`config.mk`:
```
export PLATFORM = sky130hd
export DESIGN_NAME = flash_cmd_core
export DESIGN_NICKNAME = d
export VERILOG_FILES = /design/src/flash_cmd_pkg.sv /design/src/spi_link_if.sv /design/src/spi_front.sv /design/src/flash_cmd_core.sv
export SDC_FILE = /design/constraint.sdc
export NUM_CORES = 1
export LEC_CHECK = 0
export BUFFER_PORTS_ARGS = -buffer_cell sky130_fd_sc_hd__buf_2
export CORE_MARGIN = 1.5
export CORE_UTILIZATION = 60
export CTS_BUF_LIST = sky130_fd_sc_hd__clkbuf_8
export DETAILED_ROUTE_END_ITERATION = 6
export PLACE_DENSITY = 0.79
export SETUP_SLACK_MARGIN = 0.4
export SLEW_MARGIN = 15
export SYNTH_ARGS = -nofsm -noshare
export SYNTH_HDL_FRONTEND = slang
export SYNTH_SLANG_ARGS = --single-unit
```
`constraint.sdc`:
```
create_clock -name clk -period 9.7 [get_ports clk]
set_input_delay 0.97 -clock clk [delete_from_list [all_inputs] [get_ports clk]]
set_output_delay 0.97 -clock clk [all_outputs]
set_load 0.005 [all_outputs]
```
`src/flash_cmd_pkg.sv`:
```
// Purpose: Shared constants and types for the flash command interpreter
// Assumes: 200 MHz core clock
// Notes:   Times are kept in ns; cycle counts derive from them
package flash_cmd_pkg;

  // ****************************************
  // Clock and timing
  // ****************************************
  localparam int CLK_MHZ     = 200;
  localparam int T_DP_NS     = 3000;   // sleep_entry_delay, longest
  localparam int T_RES1_NS   = 3000;   // release_delay, least
  localparam int T_RES2_NS   = 5000;   // release_with_identifier_delay, least
  localparam int T_DP_CYC    = (T_DP_NS * CLK_MHZ) / 1000;
  localparam int T_RES1_CYC  = (T_RES1_NS * CLK_MHZ + 999) / 1000;
  localparam int T_RES2_CYC  = (T_RES2_NS * CLK_MHZ + 999) / 1000;
  localparam int DLY_W       = 16;

  // ****************************************
  // Instruction codes
  // ****************************************
  localparam logic [7:0] OP_RST_EN    = 8'h66;
  localparam logic [7:0] OP_RST       = 8'h99;
  localparam logic [7:0] OP_SLEEP     = 8'hB9;
  localparam logic [7:0] OP_WAKE      = 8'hAB;
  localparam logic [7:0] OP_MDID      = 8'h90;
  localparam logic [7:0] OP_STD_ID    = 8'h9F;
  localparam logic [7:0] OP_SFDP      = 8'h5A;
  localparam logic [7:0] OP_SEC_ERASE = 8'h44;

  // ****************************************
  // Addressing, byte positions, reset values
  // ****************************************
  localparam logic [7:0] SEC_REG1     = 8'h10;
  localparam logic [7:0] SEC_REG2     = 8'h20;
  localparam logic [7:0] SEC_REG3     = 8'h30;
  localparam logic [2:0] IDX_ADDR_LAST = 3'h3;
  localparam logic [2:0] IDX_WAKE_ID  = 3'h3;
  localparam logic [2:0] IDX_SFDP_DAT = 3'h4;
  localparam logic [2:0] IDX_ERASE_END = 3'h4;
  localparam logic [1:0] CRB_XIP      = 2'b10;
  localparam logic [2:0] WRAP_RST     = 3'b111;
  localparam logic [7:0] PARAM_RST    = 8'h00;

  typedef enum logic [1:0] {PWR_AWAKE, PWR_ENTER, PWR_ASLEEP, PWR_WAKE} pwr_e;
  typedef enum logic [3:0] {
    CMD_NONE, CMD_IGNORE, CMD_RST_EN, CMD_RST, CMD_SLEEP, CMD_WAKE,
    CMD_MDID, CMD_STD_ID, CMD_SFDP, CMD_SEC_ERASE, CMD_OTHER
  } cmd_e;

endpackage

```
`src/spi_link_if.sv`:
```
// Purpose: Byte-level view of the serial link, front end to core
// Assumes: All signals on the core clock
// Notes:   Pulses last one clock
interface spi_link_if;
  logic       byte_valid;
  logic [7:0] rx_byte;
  logic [2:0] byte_idx;
  logic [2:0] bit_cnt;
  logic [2:0] byte_cnt;
  logic       sclk_fall;
  logic       cs_rise;
  logic       cs_fall;
  logic       cs_low;

  modport front (output byte_valid, rx_byte, byte_idx, bit_cnt, byte_cnt,
                 output sclk_fall, cs_rise, cs_fall, cs_low);
  modport core  (input byte_valid, rx_byte, byte_idx, bit_cnt, byte_cnt,
                 input sclk_fall, cs_rise, cs_fall, cs_low);
endinterface

```
`src/spi_front.sv`:
```
// Purpose: Synchronise serial pins and assemble instruction bytes
// Assumes: Serial clock well below a quarter of clk
// Notes:   Byte count saturates at seven
module spi_front (
  input  wire logic clk,
  input  wire logic rst_n,
  input  wire logic sclk,
  input  wire logic cs_n,
  input  wire logic mosi,
  spi_link_if.front lnk
);
  logic [2:0] sclk_sq;
  logic [2:0] cs_sq;
  logic [1:0] mosi_sq;
  logic [6:0] shift_q;
  logic [2:0] bit_q;
  logic [2:0] cnt_q;
  logic       rise;

  // ****************************************
  // Synchronisers
  // ****************************************
  // Chip select idles high so the first frame sees a clean fall
  always_ff @(posedge clk or negedge rst_n) begin
    if (!rst_n) begin
      sclk_sq <= 3'h0;
      cs_sq   <= 3'h7;
      mosi_sq <= 2'h0;
    end else begin
      sclk_sq <= {sclk_sq[1:0], sclk};
      cs_sq   <= {cs_sq[1:0], cs_n};
      mosi_sq <= {mosi_sq[0], mosi};
    end
  end

  assign rise          = sclk_sq[1] & ~sclk_sq[2] & ~cs_sq[1];
  assign lnk.sclk_fall = ~sclk_sq[1] & sclk_sq[2] & ~cs_sq[1];
  assign lnk.cs_rise   = cs_sq[1] & ~cs_sq[2];
  assign lnk.cs_fall   = ~cs_sq[1] & cs_sq[2];
  assign lnk.cs_low    = ~cs_sq[1];
  assign lnk.bit_cnt   = bit_q;
  assign lnk.byte_cnt  = cnt_q;

  // ****************************************
  // Byte assembly
  // ****************************************
  always_ff @(posedge clk or negedge rst_n) begin
    if (!rst_n) begin
      shift_q        <= 7'h00;
      bit_q          <= 3'h0;
      cnt_q          <= 3'h0;
      lnk.byte_valid <= 1'b0;
      lnk.rx_byte    <= 8'h00;
      lnk.byte_idx   <= 3'h0;
    end else if (cs_sq[1]) begin
      bit_q          <= 3'h0;
      cnt_q          <= 3'h0;
      lnk.byte_valid <= 1'b0;
    end else if (rise) begin
      shift_q        <= {shift_q[5:0], mosi_sq[1]};
      bit_q          <= bit_q + 3'h1;
      lnk.byte_valid <= (bit_q == 3'h7);
      if (bit_q == 3'h7) begin
        lnk.rx_byte  <= {shift_q, mosi_sq[1]};
        lnk.byte_idx <= cnt_q;
        cnt_q        <= (cnt_q == 3'h7) ? cnt_q : cnt_q + 3'h1;
      end
    end else begin
      lnk.byte_valid <= 1'b0;
    end
  end
endmodule

```
`src/flash_cmd_core.sv`:
```
// Purpose: Reset, deep sleep, identifier and security erase commands
// Assumes: Pins from the host pass two flip-flops in spi_front
// Notes:   Array, program and status commands live in other blocks
// Overview of operation
// - Accepted reset aborts work, restores power-on state
// - Reset ignored in deep sleep until woken
// - Reset ignored during continuous read frames
// - Reset needs enable code then reset code
// - Any other command clears pending reset enable; commands ignored while busy leave it set
// - Sleep needs chip select high after bit eight
// - Enter sleep within entry delay after rise
// - Asleep, only the wake instruction is recognised
// - Power-up always in normal operation
// - Wake then wait release delay before commands
// - Identifier after three dummies, repeated, MSB first
// - Identifier wake uses the longer release delay
// - Wake or identifier ignored while busy
// - Maker/device bytes alternate, order by address
// - Standard read gives maker, type, capacity
// - Parameter table after address and eight dummies
// - Security erase needs latch and valid register
// - Erase runs after clean rise, busy set
// - Erase completion clears the write latch
// - Locked security registers ignore erase
// - Continuous read frame starts with address
// - Wrap enable bit set at power-on and reset
module flash_cmd_core #(
  parameter int         SEC_ERASE_TIME_US = 300,
  parameter logic [7:0] MAKER_ID          = 8'hA5,  // Arbitrary value
  parameter logic [7:0] DEVICE_ID         = 8'h3C,  // Arbitrary value
  parameter logic [7:0] MEM_TYPE_ID       = 8'h60,  // Arbitrary value
  parameter logic [7:0] CAPACITY_ID       = 8'h15   // Arbitrary value
) (
  input  wire logic       clk,
  input  wire logic       rst_n,
  input  wire logic       sclk,
  input  wire logic       cs_n,
  input  wire logic       mosi,
  output wire logic       miso,
  output wire logic       miso_oe,
  input  wire logic [1:0] continuous_read_bits,
  input  wire logic       busy_ext,
  input  wire logic [2:0] otp_lock_bits,
  input  wire logic       wel_set,
  input  wire logic       wel_clr,
  input  wire logic       wrap_load,
  input  wire logic [2:0] wrap_value,
  input  wire logic       param_load,
  input  wire logic [7:0] param_value,
  output wire logic       write_latch_flag,
  output wire logic       write_in_progress,
  output wire logic       deep_sleep,
  output wire logic       soft_reset,
  output wire logic       xip_frame,
  output wire logic       erase_start,
  output wire logic [1:0] erase_sel,
  output wire logic [2:0] wrap_setting_bits,
  output wire logic [7:0] read_parameter_bits
);
  import flash_cmd_pkg::*;

  localparam int ERASE_CYC = SEC_ERASE_TIME_US * CLK_MHZ;
  localparam int DP_WIN    = T_DP_CYC;
  localparam int RES2_WIN  = T_RES2_CYC - 1;

  if (SEC_ERASE_TIME_US < 1 || T_DP_CYC < 1 || T_RES2_CYC >= (1 << DLY_W)) begin : g_chk
    $error("Timing parameters out of range");
  end

  spi_link_if lnk ();

  spi_front u_front (
    .clk   (clk),
    .rst_n (rst_n),
    .sclk  (sclk),
    .cs_n  (cs_n),
    .mosi  (mosi),
    .lnk   (lnk.front)
  );

  pwr_e              pwr_q;
  cmd_e              cmd_q;
  cmd_e              cmd_now;
  logic [DLY_W-1:0]  dly_q;
  logic              xip_q;
  logic              armed_q;
  logic              rst_ok_q;
  logic              soft_reset_q;
  logic              wel_q;
  logic              wip_q;
  logic              erase_done_q;
  logic              erase_start_q;
  logic [1:0]        erase_sel_q;
  logic [31:0]       erase_cnt_q;
  logic [2:0]        wrap_q;
  logic [7:0]        param_q;
  logic [23:0]       addr_q;
  logic [7:0]        tx_q;
  logic              miso_q;
  logic              loaded_q;
  logic              drive_q;
  logic              alt_q;
  logic [7:0]        ptr_q;
  logic              load_en;
  logic [7:0]        load_byte;
  logic              alt_d;
  logic [7:0]        ptr_d;
  logic              busy;
  logic              opcode_in;
  logic [1:0]        sel_now;

  // ****************************************
  // Helpers
  // ****************************************
  function automatic cmd_e decode_op(input logic [7:0] op, input pwr_e pwr, input logic bsy);
    cmd_e c;
    c = CMD_IGNORE;
    if (pwr == PWR_ASLEEP) begin
      c = (op == OP_WAKE && !bsy) ? CMD_WAKE : CMD_IGNORE;
    end else if (pwr == PWR_AWAKE) begin
      case (op)
        OP_RST_EN:    c = CMD_RST_EN;
        OP_RST:       c = CMD_RST;
        OP_SLEEP:     c = CMD_SLEEP;
        OP_WAKE:      c = bsy ? CMD_IGNORE : CMD_WAKE;
        OP_MDID:      c = bsy ? CMD_IGNORE : CMD_MDID;
        OP_STD_ID:    c = bsy ? CMD_IGNORE : CMD_STD_ID;
        OP_SFDP:      c = bsy ? CMD_IGNORE : CMD_SFDP;
        OP_SEC_ERASE: c = bsy ? CMD_IGNORE : CMD_SEC_ERASE;
        default:      c = CMD_OTHER;
      endcase
    end
    return c;
  endfunction

  // Returns 1..3 for a valid register, 0 otherwise
  function automatic logic [1:0] sec_select(input logic [23:0] a);
    logic [1:0] s;
    s = 2'h0;
    if (a[23:16] == 8'h00) begin
      case (a[15:8])
        SEC_REG1: s = 2'h1;
        SEC_REG2: s = 2'h2;
        SEC_REG3: s = 2'h3;
        default:  s = 2'h0;
      endcase
    end
    return s;
  endfunction

  // Only the signature and the two bytes after it are populated; the rest reads erased
  function automatic logic [7:0] sfdp_rom(input logic [7:0] p);
    logic [7:0] b;
    case (p)
      8'h00:   b = 8'h53;
      8'h01:   b = 8'h46;
      8'h02:   b = 8'h44;
      8'h03:   b = 8'h50;
      8'h04:   b = 8'h06;
      8'h05:   b = 8'h01;
      default: b = 8'hFF;
    endcase
    return b;
  endfunction

  // Frame ended exactly on a byte boundary after n bytes
  function automatic logic clean_end(input logic [2:0] cnt, input logic [2:0] bits,
                                     input logic [2:0] n);
    return (cnt == n) && (bits == 3'h0);
  endfunction

  assign busy      = wip_q | busy_ext;
  assign opcode_in = lnk.byte_valid && lnk.byte_idx == 3'h0 && !xip_q;
  assign cmd_now   = opcode_in ? decode_op(lnk.rx_byte, pwr_q, busy) : cmd_q;
  assign sel_now   = sec_select(addr_q);

  // ****************************************
  // Frame decode
  // ****************************************
  // A continuous read frame carries no opcode, so nothing here decodes it
  always_ff @(posedge clk or negedge rst_n) begin
    if (!rst_n) begin
      xip_q <= 1'b0;
    end else if (lnk.cs_fall) begin
      xip_q <= (continuous_read_bits == CRB_XIP) && (pwr_q == PWR_AWAKE);
    end
  end

  always_ff @(posedge clk or negedge rst_n) begin
    if (!rst_n) begin
      cmd_q <= CMD_NONE;
    end else if (lnk.cs_fall) begin
      cmd_q <= CMD_NONE;
    end else if (opcode_in) begin
      cmd_q <= cmd_now;
    end
  end

  always_ff @(posedge clk or negedge rst_n) begin
    if (!rst_n) begin
      addr_q <= 24'h000000;
    end else if (lnk.byte_valid && lnk.byte_idx != 3'h0 && lnk.byte_idx <= IDX_ADDR_LAST) begin
      addr_q <= {addr_q[15:0], lnk.rx_byte};
    end
  end

  // ****************************************
  // Software reset pair
  // ****************************************
  always_ff @(posedge clk or negedge rst_n) begin
    if (!rst_n) begin
      armed_q  <= 1'b0;
      rst_ok_q <= 1'b0;
    end else if (soft_reset_q) begin
      armed_q  <= 1'b0;
      rst_ok_q <= 1'b0;
    end else if (opcode_in && cmd_now != CMD_IGNORE) begin
      armed_q  <= (cmd_now == CMD_RST_EN);
      rst_ok_q <= (cmd_now == CMD_RST) && armed_q;
    end
  end

  // Only awake, non-continuous frames can decode the reset code
  always_ff @(posedge clk or negedge rst_n) begin
    if (!rst_n) begin
      soft_reset_q <= 1'b0;
    end else begin
      soft_reset_q <= lnk.cs_rise && cmd_q == CMD_RST && rst_ok_q && !xip_q
                      && clean_end(lnk.byte_cnt, lnk.bit_cnt, 3'h1);
    end
  end

  // ****************************************
  // Deep sleep
  // ****************************************
  always_ff @(posedge clk or negedge rst_n) begin
    if (!rst_n) begin
      pwr_q <= PWR_AWAKE;
      dly_q <= '0;
    end else begin
      case (pwr_q)
        PWR_AWAKE: begin
          if (lnk.cs_rise && cmd_q == CMD_SLEEP
              && clean_end(lnk.byte_cnt, lnk.bit_cnt, 3'h1)) begin
            pwr_q <= PWR_ENTER;
            dly_q <= DLY_W'(T_DP_CYC - 1);
          end
        end
        PWR_ENTER: begin
          if (dly_q == '0) begin
            pwr_q <= PWR_ASLEEP;
          end else begin
            dly_q <= dly_q - 1'b1;
          end
        end
        PWR_ASLEEP: begin
          if (lnk.cs_rise && cmd_q == CMD_WAKE) begin
            pwr_q <= PWR_WAKE;
            // Any byte clocked after the opcode means the longer delay applies
            dly_q <= (lnk.byte_cnt > 3'h1) ? DLY_W'(T_RES2_CYC - 1)
                                           : DLY_W'(T_RES1_CYC - 1);
          end
        end
        PWR_WAKE: begin
          if (dly_q == '0) begin
            pwr_q <= PWR_AWAKE;
          end else begin
            dly_q <= dly_q - 1'b1;
          end
        end
        default: begin
          pwr_q <= PWR_AWAKE;
        end
      endcase
    end
  end

  // ****************************************
  // Security register erase
  // ****************************************
  always_ff @(posedge clk or negedge rst_n) begin
    if (!rst_n) begin
      wip_q         <= 1'b0;
      erase_cnt_q   <= 32'h0;
      erase_done_q  <= 1'b0;
      erase_start_q <= 1'b0;
      erase_sel_q   <= 2'h0;
    end else begin
      erase_done_q  <= 1'b0;
      erase_start_q <= 1'b0;
      if (soft_reset_q) begin
        wip_q <= 1'b0;
      end else if (wip_q) begin
        if (erase_cnt_q == 32'h0) begin
          wip_q        <= 1'b0;
          erase_done_q <= 1'b1;
        end else begin
          erase_cnt_q <= erase_cnt_q - 32'h1;
        end
      end else if (lnk.cs_rise && cmd_q == CMD_SEC_ERASE && wel_q && sel_now != 2'h0
                   && clean_end(lnk.byte_cnt, lnk.bit_cnt, IDX_ERASE_END)
                   && !otp_lock_bits[sel_now - 2'h1]) begin
        wip_q         <= 1'b1;
        erase_cnt_q   <= 32'(ERASE_CYC - 1);
        erase_start_q <= 1'b1;
        erase_sel_q   <= sel_now;
      end
    end
  end

  // ****************************************
  // Volatile settings
  // ****************************************
  // A set arriving with wel_clr or erase completion wins so no enable is lost; a soft reset beats a set
  always_ff @(posedge clk or negedge rst_n) begin
    if (!rst_n) begin
      wel_q <= 1'b0;
    end else if (wel_set && !soft_reset_q) begin
      wel_q <= 1'b1;
    end else if (erase_done_q || soft_reset_q || wel_clr) begin
      wel_q <= 1'b0;
    end
  end

  always_ff @(posedge clk or negedge rst_n) begin
    if (!rst_n) begin
      wrap_q  <= WRAP_RST;
      param_q <= PARAM_RST;
    end else if (soft_reset_q) begin
      wrap_q  <= WRAP_RST;
      param_q <= PARAM_RST;
    end else begin
      if (wrap_load) begin
        wrap_q <= wrap_value;
      end
      if (param_load) begin
        param_q <= param_value;
      end
    end
  end

  // ****************************************
  // Response data
  // ****************************************
  always_comb begin
    load_en   = 1'b0;
    load_byte = 8'h00;
    alt_d     = alt_q;
    ptr_d     = ptr_q;
    case (cmd_now)
      CMD_STD_ID: begin
        load_en = 1'b1;
        case (lnk.byte_idx)
          3'h0:    load_byte = MAKER_ID;
          3'h1:    load_byte = MEM_TYPE_ID;
          3'h2:    load_byte = CAPACITY_ID;
          default: load_byte = 8'h00;
        endcase
      end
      CMD_WAKE: begin
        load_en   = lnk.byte_idx >= IDX_WAKE_ID;
        load_byte = DEVICE_ID;
      end
      CMD_MDID: begin
        load_en   = lnk.byte_idx >= IDX_ADDR_LAST;
        alt_d     = (lnk.byte_idx == IDX_ADDR_LAST) ? lnk.rx_byte[0] : alt_q;
        load_byte = alt_d ? DEVICE_ID : MAKER_ID;
        alt_d     = ~alt_d;
      end
      CMD_SFDP: begin
        load_en   = lnk.byte_idx >= IDX_SFDP_DAT;
        ptr_d     = (lnk.byte_idx == IDX_SFDP_DAT) ? addr_q[7:0] : ptr_q;
        load_byte = sfdp_rom(ptr_d);
        ptr_d     = ptr_d + 8'h01;
      end
      default: begin
        load_en = 1'b0;
      end
    endcase
  end

  // Shift out on sampled falling edges; pin enabled from first bit
  always_ff @(posedge clk or negedge rst_n) begin
    if (!rst_n) begin
      tx_q     <= 8'h00;
      miso_q   <= 1'b0;
      loaded_q <= 1'b0;
      drive_q  <= 1'b0;
      alt_q    <= 1'b0;
      ptr_q    <= 8'h00;
    end else if (lnk.cs_fall || lnk.cs_rise) begin
      loaded_q <= 1'b0;
      drive_q  <= 1'b0;
    end else if (lnk.byte_valid && load_en) begin
      tx_q     <= load_byte;
      loaded_q <= 1'b1;
      alt_q    <= alt_d;
      ptr_q    <= ptr_d;
    end else if (lnk.sclk_fall && loaded_q) begin
      miso_q  <= tx_q[7];
      tx_q    <= {tx_q[6:0], 1'b0};
      drive_q <= 1'b1;
    end
  end

  assign miso                = miso_q;
  assign miso_oe             = drive_q & lnk.cs_low;
  assign write_latch_flag    = wel_q;
  assign write_in_progress   = wip_q;
  assign deep_sleep          = (pwr_q == PWR_ASLEEP);
  assign soft_reset          = soft_reset_q;
  assign xip_frame           = xip_q & lnk.cs_low;
  assign erase_start         = erase_start_q;
  assign erase_sel           = erase_sel_q;
  assign wrap_setting_bits   = wrap_q;
  assign read_parameter_bits = param_q;

  // ****************************************
  // Checks
  // ****************************************
  a_sleep_blocks_rst: assert property (@(posedge clk) disable iff (!rst_n)
    soft_reset_q |-> $past(pwr_q) == PWR_AWAKE)
    else $error("Reset taken while not awake");

  a_xip_blocks_rst: assert property (@(posedge clk) disable iff (!rst_n)
    soft_reset_q |-> !$past(xip_q))
    else $error("Reset taken in continuous read frame");

  a_reset_pair: assert property (@(posedge clk) disable iff (!rst_n)
    soft_reset_q |-> $past(cmd_q) == CMD_RST && $past(rst_ok_q, 1))
    else $error("Reset without enable pair");

  a_arm_cleared: assert property (@(posedge clk) disable iff (!rst_n)
    opcode_in && cmd_now != CMD_IGNORE && cmd_now != CMD_RST_EN |=> !armed_q)
    else $error("Reset enable survived other command");

  a_sleep_entry: assert property (@(posedge clk) disable iff (!rst_n)
    $rose(pwr_q == PWR_ENTER) |-> ##[1:DP_WIN] pwr_q == PWR_ASLEEP)
    else $error("Sleep entry too slow");

  a_sleep_only_wake: assert property (@(posedge clk) disable iff (!rst_n)
    opcode_in && pwr_q == PWR_ASLEEP && lnk.rx_byte != OP_WAKE |=> cmd_q == CMD_IGNORE)
    else $error("Non-wake instruction recognised asleep");

  a_wake_delay: assert property (@(posedge clk) disable iff (!rst_n)
    $rose(pwr_q == PWR_WAKE) |-> pwr_q == PWR_WAKE [*2] ##[1:RES2_WIN] pwr_q == PWR_AWAKE)
    else $error("Wake delay wrong");

  a_erase_busy: assert property (@(posedge clk) disable iff (!rst_n)
    erase_start_q |-> wip_q && $past(wel_q))
    else $error("Erase started without latch or busy");

  a_wel_clears: assert property (@(posedge clk) disable iff (!rst_n)
    erase_done_q && !wel_set |=> !wel_q)
    else $error("Latch not cleared after erase");

  a_lock_honoured: assert property (@(posedge clk) disable iff (!rst_n)
    erase_start_q |-> !otp_lock_bits[erase_sel_q - 2'h1])
    else $error("Locked register erased");

  a_wrap_default: assert property (@(posedge clk) disable iff (!rst_n)
    soft_reset_q |=> wrap_q == WRAP_RST && param_q == PARAM_RST && !wel_q)
    else $error("Volatile settings not restored");
endmodule

```
Word level (Yosys, flattened, before mapping):

Cells that the tools add are included.

* flip-flop bits (word level): 152
* word-level logic and storage cells: 243
* output and inout port bits: 21
* input bits: 26

* equality and inequality tests: 47
* bitwise gates (word level): 18
* $lt $le $gt $ge: 5
* reductions and logical operators: 66
* muxes and demuxes: 70
* add/subtract/negate cells: 6

Operators by type and width (number)
* 32-bit 2-to-1 mux: 3
* 16-bit 2-to-1 mux: 3
* 8-bit 2-to-1 mux: 6
* 16-bit one-hot mux with 3 select lines: 1
* 8-bit one-hot mux with 6 select lines: 1
* 8-bit == test (second input constant): 5
* 3-bit 2-to-1 mux: 12
* 32-bit logical NOT: 1
* 4-bit one-hot mux with 8 select lines: 1
* 8-bit one-hot mux with 4 select lines: 1
* 32-bit by 1-bit subtractor with 32-bit output (second input constant): 1
* 4-bit 2-to-1 mux: 7
* 1-bit logical AND: 25
* 8-bit by 7-bit == test with 1-bit output (second input constant): 3
* 1-bit 2-to-1 mux: 24
* 8-bit one-hot mux with 3 select lines: 1
* 3-bit AND reduction: 8
* 2-bit nonzero test: 12
* 4-bit by 3-bit == test with 1-bit output (second input constant): 5
* 8-bit by 2-bit == test with 1-bit output (second input constant): 2
* 8-bit by 3-bit == test with 1-bit output (second input constant): 2
* 8-bit by 6-bit == test with 1-bit output (second input constant): 2
* 16-bit logical NOT: 1
* 8-bit logical NOT: 2
* 38 further kinds: 83

Longest topological paths before layout:

* depth in word-level cells: 12
* gate-level depth with buffers: 13

Cells and area by module:

Synthesis repeated with hierarchy kept, for this count alone.

* cell total of the unflattened synthesis: 794
* area total of the unflattened synthesis: 7981.4 um2

By module, submodules not included
* flash_cmd_core: instances 1, cells each 716, sequential area each 2981.6 um2, area each 6722.7 um2
* spi_front: instances 1, cells each 78, sequential area each 829.5 um2, area each 1258.7 um2

Worst setup path after synthesis:

Ideal clock, no wire load.

* path kind: register to register
* start point: register pwr_q[0]
* end point: register miso_q, in the netlist miso
* path slack: 6628 ps
* path buffers: 1
* arrival: 2948 ps
* data required time: 9575 ps
* library setup time: 125 ps
* cell stages (with the launch flop): 11
* cells stage by stage: dfrtp_1 -> inv_1 -> ha_1 -> clkbuf_1 -> nor4bb_1 -> nand2_1 -> o32ai_2 -> maj3_1 -> o22ai_4 -> a21oi_2 -> mux2_2

* elaborated cells on any way between the ends: 14

RTL lines
* start, declared: RTL line flash_cmd_core.sv:81 `pwr_e pwr_q;`
* start signal, assigned: RTL line flash_cmd_core.sv:238 `pwr_q <= PWR_AWAKE;`
* start signal, assigned: RTL line flash_cmd_core.sv:245 `pwr_q <= PWR_ENTER;`
* start signal, assigned: RTL line flash_cmd_core.sv:251 `pwr_q <= PWR_ASLEEP;`
* 2-bit == test *
* named net deep_sleep: RTL line flash_cmd_core.sv:52 `output wire logic deep_sleep,`
* 4-bit 2-to-1 mux *: RTL line flash_cmd_core.sv:118 `if (pwr == PWR_ASLEEP) begin`
* 4-bit 2-to-1 mux *: RTL line flash_cmd_core.sv:174 `assign cmd_now = opcode_in ? decode_op(lnk.rx_byte, pwr_q, busy) : cmd_q;`
* 4-bit by 3-bit == test with 1-bit output: RTL line flash_cmd_core.sv:350 `case (cmd_now)`
* 2-bit OR reduction (no source line)
* 1-bit one-hot mux with 3 select lines *: RTL line flash_cmd_core.sv:350
* 1-bit logical AND *: RTL line flash_cmd_core.sv:394 `end else if (lnk.byte_valid && load_en) begin`
* 1-bit NOT (no source line) *
* 3-bit AND reduction (no source line) *
* end signal, assigned: RTL line flash_cmd_core.sv:400 `miso_q <= tx_q[7];`
* end, declared: RTL line flash_cmd_core.sv:99 `logic miso_q;`

Mark *: on every way through the listed nets, which the timed path passes. The rest lies on a longest branch.
A chain may end at the register's enable or synchronous reset.

Worst setup path after layout:

* start point: register addr_q[14]
* end point: register erase_cnt_q[20]

* word-level cells in the longest chain between the ends: 10
* elaborated cells on any way between the ends: 15

RTL lines
* start, declared: RTL line flash_cmd_core.sv:97 `logic [23:0] addr_q;`
* start signal, assigned: RTL line flash_cmd_core.sv:203 `addr_q <= {addr_q[15:0], lnk.rx_byte};`
* 8-bit by 6-bit == test with 1-bit output or 8-bit by 5-bit == test with 1-bit output (tied branches): RTL line flash_cmd_core.sv:141 `case (a[15:8])`
* 2-bit one-hot mux with 3 select lines *: RTL line flash_cmd_core.sv:141
* 2-bit 2-to-1 mux *: RTL line flash_cmd_core.sv:140 `if (a[23:16] == 8'h00) begin`
* 2-bit by 1-bit subtractor with 2-bit output: RTL line flash_cmd_core.sv:302 `&& !otp_lock_bits[sel_now - 2'h1]) begin`
* 1-bit binary-select mux with 2-bit select: RTL line flash_cmd_core.sv:302
* 1-bit 2-to-1 mux (not written as such): RTL line flash_cmd_core.sv:302
* 1-bit logical NOT: RTL line flash_cmd_core.sv:302
* 1-bit logical AND *: RTL line flash_cmd_core.sv:302
* 2-bit nonzero test (no source line) *
* 3-bit AND reduction (no source line) *
* end signal, assigned: RTL line flash_cmd_core.sv:298 `erase_cnt_q <= erase_cnt_q - 32'h1;`
* end signal, assigned: RTL line flash_cmd_core.sv:304 `erase_cnt_q <= 32'(ERASE_CYC - 1);`
* end, declared: RTL line flash_cmd_core.sv:94 `logic [31:0] erase_cnt_q;`

Mark *: on every way between the ends. The rest lies on a longest branch, timed or not. The select of a mux whose other input is x is not followed.

==> reports/summary.txt <==
Die W: 118.4 µm
row cnt: 41
initial DRC count: 561
pwr/cell area: 167.1 nW/µm²
drt drc: 0
synthesized instance count: 780
Post-CTS Setup Bufs: 0
overall routing resource usage: 0.2558
Clock Latency Late Sink: 0.47 ns
CP required: 10.09 ns
status: complete, no violations
post-synthesis sequential area ratio: 0.4774
fmax: 0.2598 GHz
Setup crit end kind: register
minimum clock period: 3.850 ns
share of layout cells above drive strength 1: 0.1893
Clock Path Buffers: 2
Lkg Pwr: 3.896 nW
r2r endpoint: erase_cnt_q[20]
Final HPWL DP: 11.77 mm
top-area cell type share of the netlist area: 0.4576
Max-Cap Viols: 0
Hold Crit Depth: 0
largest net degree at the start of global routing: 78
routability cong.: 0.8867
DRT Wirelength: 17.14 mm
Final nets: 858
most frequent cells in the layout: dfrtp_1 (146), nor2_1 (97), o21ai_0 (48)
antenna cells: 0
Final Cycle Share: 0.3969
worst slew pin tran: 1.071 ns
main area contributors after synthesis: dfrtp_1 (46%), mux2_2 (5.8%), nor2_1 (4.6%)
Vias: 6,093
slew margin rel.: 0.2851
CTS tree: done
placed cell area: 8265 µm²
Reg clk slew, reported paths: 0.08 ns
die area: 14,010 µm²
most common cell after layout, fill and taps aside: dfrtp_1
CTS Buf Count: 17
Synth Warn #: 0
Mapped Area: 7984 µm²
Design Area, Final: 8691 µm²
router iterations before antenna repair: 6
Final setup violation count: 0
hold_ws: 0.3515 ns
Post-Syn Nets: 826
Initial Utilization: 0.6225
total core area: 12,820 µm²
Hold Crit Class: reg -> reg
Die Ht: 118.4 µm
WS Path Type: reg -> reg
Via density: 6.117
number of synthesized flops with an enable pin: 0
H-tree Lvls: 4
antenna violations before repair: 0
R2R cell count: 13
P&R area growth vs syn: 8.854%
sink of the worst hold path: u_front.sclk_sq[1]
Slew Viols, Final: 0
Hold Crit Start: u_front.sclk_sq[0]
post-synth top area cell: dfrtp_1
global-route wire length before repair: 28.90 mm
VDD IR max: 0.00007679 V
final core utilization: 0.6777
post-cts resize count: 0
num ports: 47
DR WL/cell: 17.21 µm
Reg-to-Reg Start: addr_q[14]
# port buffers: 46
post-route setup TNS: 0 ns
Synth Flop Type: dfrtp_1
Final Hold Fails: 0
Yosys cell types: 84
CP max FO: 8
Post-synth ARST share: 1.000
RSZ-0062 raised after global routing: no
Post-Syn Area per Cell: 10.24 µm²
Power Total: 1.452 mW
CP arrival: 4.24 ns
hold buffers post-CTS: 0
Root Driver: clkbuf_8
Reg2Reg Setup Slack: 5.85 ns
CP Launch Type: register
Antenna Violating Nets Remaining: 0
TritonCTS Sinks: 152
vias in the first global route: 6,006
number of synthesized register bits: 152
GRT overflow: 0
Worst Skew: 0.01072 ns
[logic make-up (layout without fill, tap and decap cells)]
family / after synthesis / after routing / share of synthesized area
AND/OR/NAND/NOR: 301 / 301 / 0.2083
flip-flops: 152 / 152 / 0.4774
buffers and inverters: 66 / 110 / 0.03871
AO/OA/AOI/OAI: 153 / 153 / 0.1315
adder cells (fa/ha/maj): 21 / 21 / 0.03260
XOR/XNOR: 25 / 25 / 0.02743
multiplexers: 62 / 62 / 0.08416
[critical path, stage by stage, from the launching register on]
cell	delay, ns
dfrtp_1	0.40
nor4_1	0.28
and4_1	0.32
nand2_1	0.10
ha_1	0.25
nor4bb_1	0.31
nand3_1	0.17
a41o_1	0.24
o31ai_1	0.50
nand2_2	0.24
inv_2	0.20
nand2_1	0.14
or4_1	0.43
a21oi_1	0.17
[synth_stat cells, types with 4 or more instances]
| master | number |
|---|---|
| a211o_1 | 4 |
| a211oi_1 | 9 |
| a21oi_1 | 29 |
| a221oi_1 | 10 |
| a31oi_1 | 9 |
| and2_1 | 4 |
| and3_1 | 4 |
| and4b_1 | 5 |
| buf_2 | 4 |
| buf_6 | 6 |
| clkbuf_1 | 22 |
| dfrtp_1 | 146 |
| dfstp_2 | 6 |
| ha_1 | 20 |
| inv_1 | 30 |
| mux2_2 | 41 |
| mux2i_1 | 21 |
| nand2_1 | 39 |
| nand2b_1 | 11 |
| nand3_1 | 14 |
| nand3b_1 | 4 |
| nand4_1 | 8 |
| nand4b_1 | 4 |
| nor2_1 | 98 |
| nor2b_1 | 8 |
| nor3_1 | 23 |
| nor3b_1 | 6 |
| nor4_1 | 14 |
| nor4b_1 | 5 |
| nor4bb_1 | 6 |
| o211ai_1 | 4 |
| o21ai_0 | 48 |
| or2_2 | 7 |
| or3_1 | 12 |
| or4_1 | 9 |
| xnor2_1 | 20 |
| xor2_1 | 5 |
[how the worst max path moves through the flow]
stage / from / to / cells past startpoint / slack, ns
final: addr_q[14] / erase_cnt_q[20] / 13 / 5.85
after global routing: addr_q[18] / erase_cnt_q[23] / 12 / 5.64
after CTS: addr_q[14] / erase_cnt_q[20] / 13 / 5.86
after detailed placement: addr_q[14] / erase_cnt_q[20] / 13 / 5.89
after global placement: addr_q[9] / erase_cnt_q[25] / 12 / 6.00
after floorplan: pwr_q[0] / miso / 10 / 6.63
[registers in the layout (all words and copies together) (netlist names), 2 cells and up]
| register | count |
|---|---|
| addr_q | 24 |
| cmd_q | 4 |
| dly_q | 16 |
| erase_cnt_q | 32 |
| erase_sel | 2 |
| ptr_q | 8 |
| pwr_q | 2 |
| read_parameter_bits | 8 |
| tx_q | 8 |
| u_front.cs_sq | 3 |
| u_front.lnk.bit_cnt | 3 |
| u_front.lnk.byte_cnt | 3 |
| u_front.lnk.byte_idx | 3 |
| u_front.lnk.rx_byte | 8 |
| u_front.mosi_sq | 2 |
| u_front.sclk_sq | 3 |
| u_front.shift_q | 7 |
| wrap_setting_bits | 3 |
[power breakdown]
group	internal (mW)	switching, mW
Combinational	0.0870	0.141
Clock	0.285	0.232
Sequential	0.671	0.0355
[per-layer routing]
metal | share of wire | vias up | GRT usage
met5 | 0 | - | 0
met4 | 0.017 | 0 | 0.08765
met3 | 0.043 | 34 | 0.05647
met2 | 0.50 | 167 | 0.4273
met1 | 0.44 | 3008 | 0.3294
li1 | - | 2884 | -
[stage by stage]
step | instances | worst slack, ns
global placement | 965 | 6.001
floorplan | 780 | 6.628
detailed placement | 965 | 5.893
finish | 996 | 5.850
CTS | 996 | 5.856
global route | 996 | 5.643
[final cells by class]
cell class,count,area (µm²)
fillers,960,4134
well taps,172,215.2
clock inverters,9,122.6
flip-flops and latches,152,3811
inverters,31,116.4
multi-input cells,562,3871
clock buffers,22,302.8
repair buffers,48,251.5
(Power assumes the default switching activity.)
